===== src/rtl/dio_pkg.sv =====
`default_nettype none

package dio_pkg;

    // ==========================================================
    // Channel organisation
    // ==========================================================
    localparam int NUM_BANKS      = 2;
    localparam int PORTS_PER_BANK = 2;
    localparam int LINES_PER_PORT = 8;
    localparam int LINES_PER_BANK = PORTS_PER_BANK * LINES_PER_PORT;
    localparam int NUM_CH         = NUM_BANKS * LINES_PER_BANK;
    localparam int SYNC_W         = 4 * NUM_CH;

    // ==========================================================
    // Timing
    // ==========================================================
    localparam int CLK_HZ       = 40_000_000;
    localparam int HOLD_TIME_MS = 1000;
    localparam int HOLD_CYCLES  = (CLK_HZ / 1000) * HOLD_TIME_MS;
    localparam int CNT_W        = 26;

    // ==========================================================
    // Register map (byte offsets)
    // ==========================================================
    localparam int          ADR_W        = 8;
    localparam logic [7:0]  OFS_DIR      = 8'h00;
    localparam logic [7:0]  OFS_CONN     = 8'h04;
    localparam logic [7:0]  OFS_FAULT    = 8'h08;
    localparam logic [7:0]  OFS_HOLD     = 8'h0c;
    localparam logic [7:0]  OFS_LINES    = 8'h10;
    localparam logic [7:0]  OFS_PON_DIR  = 8'h14;
    localparam logic [7:0]  OFS_PON_CONN = 8'h18;
    localparam logic [7:0]  OFS_APPLY    = 8'h1c;
    localparam int          FAULT_BIT    = 0;
    localparam int          APPLY_BIT    = 0;
    localparam logic [31:0] DIR_RST      = 32'h0000_0000;
    localparam logic [31:0] CONN_RST     = 32'h0000_0000;

    // ==========================================================
    // Types
    // ==========================================================
    typedef struct packed {
        logic [NUM_CH-1:0] dir;
        logic [NUM_CH-1:0] conn;
    } chan_cfg_t;

    typedef enum logic [1:0] {
        T_IDLE = 2'b01,
        T_HOLD = 2'b10
    } hiccup_state_t;

endpackage

`default_nettype wire


===== src/rtl/dio_channel_protection_control.sv =====
`timescale 1ns/1ps
`default_nettype none

module dio_channel_protection_control #(
    parameter int unsigned HOLD_CYCLES = dio_pkg::HOLD_CYCLES
) (
    input  wire logic                       clk_i,                  // Module clock
    input  wire logic                       rst_i,                  // Sync reset
    input  wire logic                       wb_cyc_i,               // Wishbone cycle
    input  wire logic                       wb_stb_i,               // Wishbone strobe
    input  wire logic                       wb_we_i,                // Write enable
    input  wire logic [dio_pkg::ADR_W-1:0]  wb_adr_i,               // Byte address
    input  wire logic [3:0]                 wb_sel_i,               // Byte enables
    input  wire logic [31:0]                wb_dat_i,               // Write data
    output logic [31:0]                     wb_dat_o,               // Read data
    output logic                            wb_ack_o,               // Acknowledge
    input  wire logic [dio_pkg::NUM_CH-1:0] rear_digital_line_i,    // Rear pin level
    output logic [dio_pkg::NUM_CH-1:0]      rear_digital_line_o,    // Rear pin drive
    output logic [dio_pkg::NUM_CH-1:0]      rear_digital_line_oe_o, // Rear drive enable
    input  wire logic [dio_pkg::NUM_CH-1:0] front_port_line_i,      // Front pin level
    output logic [dio_pkg::NUM_CH-1:0]      front_port_line_o,      // Front pin drive
    output logic [dio_pkg::NUM_CH-1:0]      front_port_line_oe_o,   // Front drive enable
    output logic [dio_pkg::NUM_CH-1:0]      switch_close_o,         // Disconnect switch closed
    input  wire logic [dio_pkg::NUM_CH-1:0] short_fault_i,          // Short detector
    input  wire logic [dio_pkg::NUM_CH-1:0] overvoltage_fault_i,    // Overvoltage detector
    output logic                            fault_o                 // Shared fault indicator
);

    localparam int N = dio_pkg::NUM_CH;

    // ==========================================================
    // Declarations
    // ==========================================================
    dio_pkg::chan_cfg_t        cfg_ff;
    dio_pkg::chan_cfg_t        nxt_cfg;
    dio_pkg::chan_cfg_t        pon_ff;
    dio_pkg::chan_cfg_t        nxt_pon;
    logic                      fault_ff;
    logic                      nxt_fault;
    logic                      ack_ff;
    logic                      nxt_ack;
    logic [31:0]               dat_ff;
    logic [31:0]               nxt_dat;
    logic [dio_pkg::SYNC_W-1:0] s1_ff;
    logic [dio_pkg::SYNC_W-1:0] s2_ff;
    logic [dio_pkg::SYNC_W-1:0] s3_ff;
    logic [dio_pkg::SYNC_W-1:0] val_ff;
    logic [dio_pkg::SYNC_W-1:0] nxt_val;
    logic [N-1:0]              rear_s;
    logic [N-1:0]              front_s;
    logic [N-1:0]              short_s;
    logic [N-1:0]              ovp_s;
    logic [N-1:0]              hold;
    logic [N-1:0]              short_trip;
    logic [N-1:0]              ovp_trip;
    logic [N-1:0]              trip;
    logic [N-1:0]              valid_front;
    logic [N-1:0]              front_o_ff;
    logic [N-1:0]              nxt_front_o;
    logic [N-1:0]              rear_o_ff;
    logic [N-1:0]              nxt_rear_o;
    logic                      bus_req;
    logic                      bus_wr;
    logic [dio_pkg::ADR_W-1:0] adr;

    // Byte-lane merge for 32-bit registers
    function automatic logic [31:0] merge(input logic [31:0] old_v,
                                          input logic [31:0] new_v,
                                          input logic [3:0]  sel);
        logic [31:0] r;
        r = old_v;
        for (int b = 0; b < 4; b++) begin
            if (sel[b]) begin
                r[b*8 +: 8] = new_v[b*8 +: 8];
            end
        end
        return r;
    endfunction

    // ==========================================================
    // Input synchronisers
    // ==========================================================
    // A bit changes once stages two and three agree; filters one-cycle glitches
    always_comb begin
        nxt_val = (s2_ff & s3_ff) | (val_ff & (s2_ff | s3_ff));
    end

    // Three-stage chain for pins and fault detectors
    always_ff @(posedge clk_i) begin
        if (rst_i) begin
            s1_ff  <= '0;
            s2_ff  <= '0;
            s3_ff  <= '0;
            val_ff <= '0;
        end else begin
            s1_ff  <= {overvoltage_fault_i, short_fault_i, front_port_line_i, rear_digital_line_i};
            s2_ff  <= s1_ff;
            s3_ff  <= s2_ff;
            val_ff <= nxt_val;
        end
    end

    assign rear_s  = val_ff[0 +: N];
    assign front_s = val_ff[N +: N];
    assign short_s = val_ff[2*N +: N];
    assign ovp_s   = val_ff[3*N +: N];

    // ==========================================================
    // Per-channel protection
    // ==========================================================
    // Channel index = bank*16 + port*8 + line, so banks and ports are bit slices
    genvar ch;
    generate
        for (ch = 0; ch < N; ch++) begin : g_ch
            // Short only matters on a driving output; overvoltage on any closed channel
            assign short_trip[ch] = short_s[ch] & cfg_ff.dir[ch] & switch_close_o[ch];
            assign ovp_trip[ch]   = ovp_s[ch] & switch_close_o[ch];
            assign trip[ch]       = short_trip[ch] | ovp_trip[ch];

            hiccup_timer #(
                .HOLD_CYCLES (HOLD_CYCLES)
            ) u_timer (
                .clk_i  (clk_i),
                .rst_i  (rst_i),
                .trip_i (trip[ch]),
                .hold_o (hold[ch])
            );

            // Protection overrides the software request
            assign switch_close_o[ch] = cfg_ff.conn[ch] & ~hold[ch];
            assign front_port_line_oe_o[ch] = switch_close_o[ch] & cfg_ff.dir[ch];
            assign rear_digital_line_oe_o[ch] = switch_close_o[ch] & ~cfg_ff.dir[ch];
            assign valid_front[ch] = front_s[ch] & switch_close_o[ch];
        end
    endgenerate

    // ==========================================================
    // Data path
    // ==========================================================
    // Held channels pass zero to the rear pins; front pin data is not gated by hold, only its drive enable
    always_comb begin
        nxt_front_o = rear_s & cfg_ff.dir;
        nxt_rear_o  = valid_front & ~cfg_ff.dir;
    end

    // Registered pin data
    always_ff @(posedge clk_i) begin
        if (rst_i) begin
            front_o_ff <= '0;
            rear_o_ff  <= '0;
        end else begin
            front_o_ff <= nxt_front_o;
            rear_o_ff  <= nxt_rear_o;
        end
    end

    assign front_port_line_o   = front_o_ff;
    assign rear_digital_line_o = rear_o_ff;

    // ==========================================================
    // Wishbone register file
    // ==========================================================
    assign bus_req = wb_cyc_i & wb_stb_i & ~ack_ff;
    assign bus_wr  = bus_req & wb_we_i;
    assign adr     = {wb_adr_i[dio_pkg::ADR_W-1:2], 2'b00};

    // Decode, writes and read mux; unmapped offsets ack with zero
    always_comb begin
        nxt_cfg   = cfg_ff;
        nxt_pon   = pon_ff;
        nxt_fault = fault_ff;
        nxt_ack   = bus_req;
        nxt_dat   = '0;
        if (bus_wr) begin
            case (adr)
                dio_pkg::OFS_DIR: begin
                    nxt_cfg.dir = merge(cfg_ff.dir, wb_dat_i, wb_sel_i);
                end
                dio_pkg::OFS_CONN: begin
                    nxt_cfg.conn = merge(cfg_ff.conn, wb_dat_i, wb_sel_i);
                end
                dio_pkg::OFS_PON_DIR:  nxt_pon.dir  = merge(pon_ff.dir, wb_dat_i, wb_sel_i);
                dio_pkg::OFS_PON_CONN: nxt_pon.conn = merge(pon_ff.conn, wb_dat_i, wb_sel_i);
                dio_pkg::OFS_FAULT: begin
                    if (wb_sel_i[0] && wb_dat_i[dio_pkg::FAULT_BIT]) begin
                        nxt_fault = 1'b0;
                    end
                end
                dio_pkg::OFS_APPLY: begin
                    if (wb_sel_i[0] && wb_dat_i[dio_pkg::APPLY_BIT]) begin
                        nxt_cfg = pon_ff;
                    end
                end
                default: ;
            endcase
        end else if (bus_req) begin
            case (adr)
                dio_pkg::OFS_DIR:      nxt_dat = cfg_ff.dir;
                dio_pkg::OFS_CONN:     nxt_dat = cfg_ff.conn;
                dio_pkg::OFS_FAULT:    nxt_dat[dio_pkg::FAULT_BIT] = fault_ff;
                dio_pkg::OFS_HOLD:     nxt_dat = hold;
                dio_pkg::OFS_LINES:    nxt_dat = valid_front;
                dio_pkg::OFS_PON_DIR:  nxt_dat = pon_ff.dir;
                dio_pkg::OFS_PON_CONN: nxt_dat = pon_ff.conn;
                default:               nxt_dat = '0;
            endcase
        end
        // A new trip beats a clear in the same cycle
        if (|trip) begin
            nxt_fault = 1'b1;
        end
    end

    // Register file and bus answer
    always_ff @(posedge clk_i) begin
        if (rst_i) begin
            cfg_ff   <= '{dir: dio_pkg::DIR_RST, conn: dio_pkg::CONN_RST};
            pon_ff   <= '{dir: dio_pkg::DIR_RST, conn: dio_pkg::CONN_RST};
            fault_ff <= 1'b0;
            ack_ff   <= 1'b0;
            dat_ff   <= '0;
        end else begin
            cfg_ff   <= nxt_cfg;
            pon_ff   <= nxt_pon;
            fault_ff <= nxt_fault;
            ack_ff   <= nxt_ack;
            dat_ff   <= nxt_dat;
        end
    end

    assign wb_ack_o = ack_ff;
    assign wb_dat_o = dat_ff;
    assign fault_o  = fault_ff;
endmodule

`default_nettype wire


===== src/rtl/hiccup_timer.sv =====
`timescale 1ns/1ps
`default_nettype none

module hiccup_timer #(
    parameter int unsigned HOLD_CYCLES = dio_pkg::HOLD_CYCLES
) (
    input  wire logic clk_i,   // Module clock
    input  wire logic rst_i,   // Sync reset, active high
    input  wire logic trip_i,  // Fault seen on a closed channel
    output logic      hold_o   // Channel held isolated
);

    localparam logic [dio_pkg::CNT_W-1:0] LAST = dio_pkg::CNT_W'(HOLD_CYCLES - 1);

    dio_pkg::hiccup_state_t     state_ff;
    dio_pkg::hiccup_state_t     nxt_state;
    logic [dio_pkg::CNT_W-1:0]  cnt_ff;
    logic [dio_pkg::CNT_W-1:0]  nxt_cnt;

    // ==========================================================
    // Hold-off sequencer
    // ==========================================================
    // Retry simply returns to idle; a fault still present trips again
    always_comb begin
        nxt_state = state_ff;
        nxt_cnt   = cnt_ff;
        unique case (state_ff)
            dio_pkg::T_IDLE: begin
                if (trip_i) begin
                    nxt_state = dio_pkg::T_HOLD;
                    nxt_cnt   = '0;
                end
            end
            dio_pkg::T_HOLD: begin
                if (cnt_ff == LAST) begin
                    nxt_state = dio_pkg::T_IDLE;
                end else begin
                    nxt_cnt = cnt_ff + 1'b1;
                end
            end
            default: nxt_state = dio_pkg::T_IDLE;
        endcase
    end

    // State registers
    always_ff @(posedge clk_i) begin
        if (rst_i) begin
            state_ff <= dio_pkg::T_IDLE;
            cnt_ff   <= '0;
        end else begin
            state_ff <= nxt_state;
            cnt_ff   <= nxt_cnt;
        end
    end

    assign hold_o = (state_ff == dio_pkg::T_HOLD);
endmodule

`default_nettype wire


===== config.mk =====
export PLATFORM = sky130hd
export DESIGN_NAME = dio_channel_protection_control
export DESIGN_NICKNAME = d
export VERILOG_FILES = /design/src/rtl/dio_pkg.sv /design/src/rtl/dio_channel_protection_control.sv /design/src/rtl/hiccup_timer.sv
export SDC_FILE = /design/constraint.sdc
export NUM_CORES = 2
export LEC_CHECK = 0
export BUFFER_PORTS_ARGS = -buffer_cell sky130_fd_sc_hd__buf_2
export CAP_MARGIN = 40
export CELL_PAD_IN_SITES_DETAIL_PLACEMENT = 0
export CELL_PAD_IN_SITES_GLOBAL_PLACEMENT = 1
export CORE_ASPECT_RATIO = 1.4
export CORE_UTILIZATION = 40
export DETAILED_ROUTE_END_ITERATION = 10
export PLACE_DENSITY = 0.77
export SETUP_SLACK_MARGIN = 0.5
export SYNTH_ARGS = -nofsm -noshare
export SYNTH_HDL_FRONTEND = slang
export SYNTH_SLANG_ARGS = --single-unit
export TNS_END_PERCENT = 50

===== constraint.sdc =====
create_clock -name clk_i -period 3.78 [get_ports clk_i]
set_clock_uncertainty 0.2 [all_clocks]
set_input_delay 0.378 -clock clk_i [delete_from_list [all_inputs] [get_ports clk_i]]
set_output_delay 0.378 -clock clk_i [all_outputs]
set_load 0.03 [all_outputs]

==> summary.txt <==
Setup path
  – R2R Path Start: g_ch[21].u_timer.state_ff[0]$_SDFFE_PP1P_
  – Worst R2R Setup Slack: 0.71 ns
  – CP Launch Type: primary input
  – Setup crit end kind: flop
  – Critical Path RT: 4.27 ns
  – Reg2Reg Depth: 9
  – Worst-path fanout max: 9
  – Critical R2R Capture: g_ch[21].u_timer.cnt_ff[23]$_SDFFE_PP0P_
  – WP data arrival: 3.65 ns
  – Critical setup path kind: primary input to flop

Timing
  – Crit path time final: 3.16 ns
  – Max-slew violations: 0
  – Worst-margin pin slew: 0.911 ns
  – Hold Slack: 0.0835 ns
  – Setup TNS: 0 ns
  – Final worst-path cycle share: 83.7%
  – Finish-stage setup viols: 0
  – Max Clk Rate: 0.316 GHz
  – RSZ-0062 raised after global routing: yes
  – Final hold vios: 0
  – Slew HR: 38.4%

Global route
  – Remaining global-route overflow: 0
  – Antenna violations before repair: 37
  – Gr usage total: 21.7%
  – First-pass GRT wire length: 305000 um
  – Vias in the first global route: 55300
  – Largest net degree at the start of global routing: 171

Clocking
  – CTS tree: yes
  – Clk pin slew, worst setup/hold paths: 0.07 ns
  – CTS root buf: clkbuf_16
  – H-tree levels: 4
  – Clk_lat worst skew: 0.83 ns
  – Cts bufs inserted: 162
  – CTS max path bufs: 3
  – Post-CTS Setup Inserts: 0
  – Clock sinks: 1634

Detailed routing
  – DR pass1 iterations: 6
  – DR vias/cell: 5.39
  – Highest metal used: met5
  – Met3 WL: 16500 um
  – Initial DRC count: 4548
  – Antenna Nets Post-Route: 0
  – Final WL: 195000 um
  – Wirelength per Cell: 18.0 um
  – Metal-1 WL: 91600 um
  – Via count: 58400
  – DRC Markers: 0
  – Total length of routed met2 wires: 83000 um

Synth
  – Post-synthesis mux area share: 2.81%
  – Post-Synth Simple-Gate Area: 29.1%
  – Register area share after synthesis: 47.2%
  – Post-synthesis adder-cell area fraction: 1.73%
  – Synth Flop Type: dfxtp_1
  – Count of different cell masters after synthesis: 89
  – Flops & latches, synth: 1634
  – Post-synth EDFFs: 0
  – Ys async rst share: 0%
  – Mapped cell area: 69300 um2
  – Yosys warns: 0
  – Mapped Cells: 7847
  – Main combinational cell family by area after synthesis: simple AND/OR/NAND/NOR gates
  – Post-Synth XOR/XNOR Area: 7.79%
  – Syn Nets: 8120
  – Mean post-synth cell area: 8.84 um2
  – Complex-gate fraction of the synthesized area: 8.42%

Hold path
  – Worst min-delay path class: primary input to flop
  – Hold Crit Start: wb_adr_i[2]
  – Hold endpoint: wb_dat_o[17]$_SDFF_PP0_
  – Worst hold stages: 4

Floorplanning
  – Die area: 175000 um2
  – Die Y: 495 um
  – Ports: 371
  – Die width: 354 um
  – Cell Rows: 180
  – Initial Util: 40.3%
  – Core Area: 172000 um2

Pwr
  – Max VDD drop: 0.000533 V
  – Static Leakage: 29.8 nW
  – Pwr/cell area: 462 nW/um2

Placement
  – Number of I/O port buffers: 368
  – Routability cong.: 0.894
  – HPWL after DPL: 139000 um

Outcome
  – Status: finished clean

Job
  – Maximum capacitance violations: 0

Layout
  – Layout cells sized above 1: 10.8%
  – Final net count: 8686
  – Most common cell after layout, fill and taps aside: dfxtp_1
  – Most frequent cells in the layout: dfxtp_1 (1634), nor2_1 (990), nand2_1 (558)
  – Area growth, synth to finish: 17.9%
cell families (layout without fill, tap and decap cells):
family | after synthesis | in the layout
mux | 189 | 189
fa+ha+maj | 96 | 96
other cells | 0 | 6
flops | 1634 | 1634
buf+inv | 525 | 1229
simple gates | 3810 | 3810
xor+xnor | 617 | 617
compound gates | 976 | 976
synthesized netlist by cell type (24+ instances only):
master | count | share of area [%]
or2_2 | 30 | 0.27
nand2_1 | 559 | 3.0
ha_1 | 96 | 1.7
o21ai_1 | 25 | 0.18
a211oi_1 | 73 | 0.79
and3_1 | 214 | 1.9
o21ai_0 | 268 | 1.9
a21oi_1 | 348 | 2.5
nor2b_1 | 404 | 3.6
xnor2_1 | 346 | 4.4
nand4_1 | 264 | 2.4
nor4bb_1 | 29 | 0.42
nor3_1 | 250 | 1.8
clkbuf_1 | 287 | 1.6
mux2i_1 | 152 | 2.2
and2_1 | 64 | 0.58
a31oi_1 | 34 | 0.31
nor4b_1 | 88 | 1.1
mux2_2 | 36 | 0.58
nor4_1 | 137 | 1.2
and4_1 | 86 | 1.1
a32oi_1 | 37 | 0.47
nor3b_1 | 43 | 0.47
a22o_1 | 33 | 0.42
nand2b_1 | 52 | 0.47
xor2_1 | 271 | 3.4
nand3_1 | 336 | 2.4
or4_1 | 46 | 0.50
nor2_1 | 992 | 5.4
o21a_1 | 24 | 0.26
or3_1 | 120 | 1.1
inv_1 | 205 | 1.1
dfxtp_1 | 1634 | 47
sequential cells by signal, summed over array words and instances, names as in the netlist:
name                   flops
cfg_ff                    64
g_ch.u_timer.state_ff     64
g_ch.u_timer.cnt_ff      832
val_ff                   128
s3_ff                    128
wb_dat_o                  32
wb_ack_o                   1
pon_ff                    64
front_port_line_o         32
rear_digital_line_o       32
s1_ff                    128
s2_ff                    128
fault_o                    1
layout make-up:
cell class | instances | area, um2
inverters | 205 | 774
diodes | 6 | 15.0
clock inverters | 70 | 916
well taps | 2275 | 2850
flip-flops and latches | 1634 | 32700
repair buffers | 722 | 5080
multi-input cells | 5688 | 34700
clock buffers | 232 | 4670
fillers | 16500 | 90300
critical path, stage by stage:
cell and delay, ns:
dlygate4sd3_1 0.53, buf_2 0.14, or4b_1 0.75, nor3b_4 0.40, buf_4 0.26, nand3_1 0.09
buf_4 0.26, mux2i_1 0.18, dlygate4sd3_1 0.59, nor2_1 0.04
power breakdown:
group | switching, mW | leakage (nW) | internal (mW)
Sequential | 0.177 | 13.2 | 17.5
Clock | 7.19 | 2.75 | 9.71
Combinational | 2.09 | 13.8 | 1.07
worst max-delay path by stage:
stage | slack [ns] | cells after the start | start | end
3_3_place_gp | 0.65 | 9 | wb_adr_i[5] | cfg_ff[2]$_SDFFE_PP0P_
3_5_place_dp | 0.60 | 9 | wb_adr_i[5] | cfg_ff[4]$_SDFFE_PP0P_
6_report | 0.62 | 10 | wb_adr_i[7] | pon_ff[33]$_SDFFE_PP0P_
2_1_floorplan | 0.87 | 9 | g_ch[1].u_timer.state_ff[0]$_SDFFE_PP1P_ | g_ch[1].u_timer.cnt_ff[13]$_SDFFE_PP0P_
4_1_cts | 0.52 | 5 | g_ch[4].u_timer.state_ff[0]$_SDFFE_PP1P_ | rear_digital_line_oe_o[4]
5_1_grt | 0.49 | 8 | g_ch[3].u_timer.state_ff[0]$_SDFFE_PP1P_ | g_ch[3].u_timer.cnt_ff[23]$_SDFFE_PP0P_
routing by layer:
| metal | vias up | track usage, % |
|---|---|---|
| met5 | - | 0 |
| met4 | 14 | 5.81 |
| met3 | 264 | 4.84 |
| met2 | 1589 | 33.1 |
| met1 | 27900 | 30.7 |
| li1 | 28600 | - |
stage by stage:
step	setup slack, ns	total power, mW	instance area (um2)	utilization [%]	cells
floorplan	0.866	20.0	69300	-	7847
global placement	0.649	21.0	74100	43.1	10300
detailed placement	0.604	21.1	74200	43.1	10300
CTS	0.523	38.2	81700	47.5	10800
global route	0.491	39.2	81700	47.5	10800
finish	0.615	37.8	81700	47.5	10800
timing repair:
item | CTS | global route
hold endpoints to repair | 311 | 0
setup endpoints to repair | 0 | 6
resized for setup | 0 | 3
hold buffers | 194 | 0
Power figures use the tool's default switching activity.
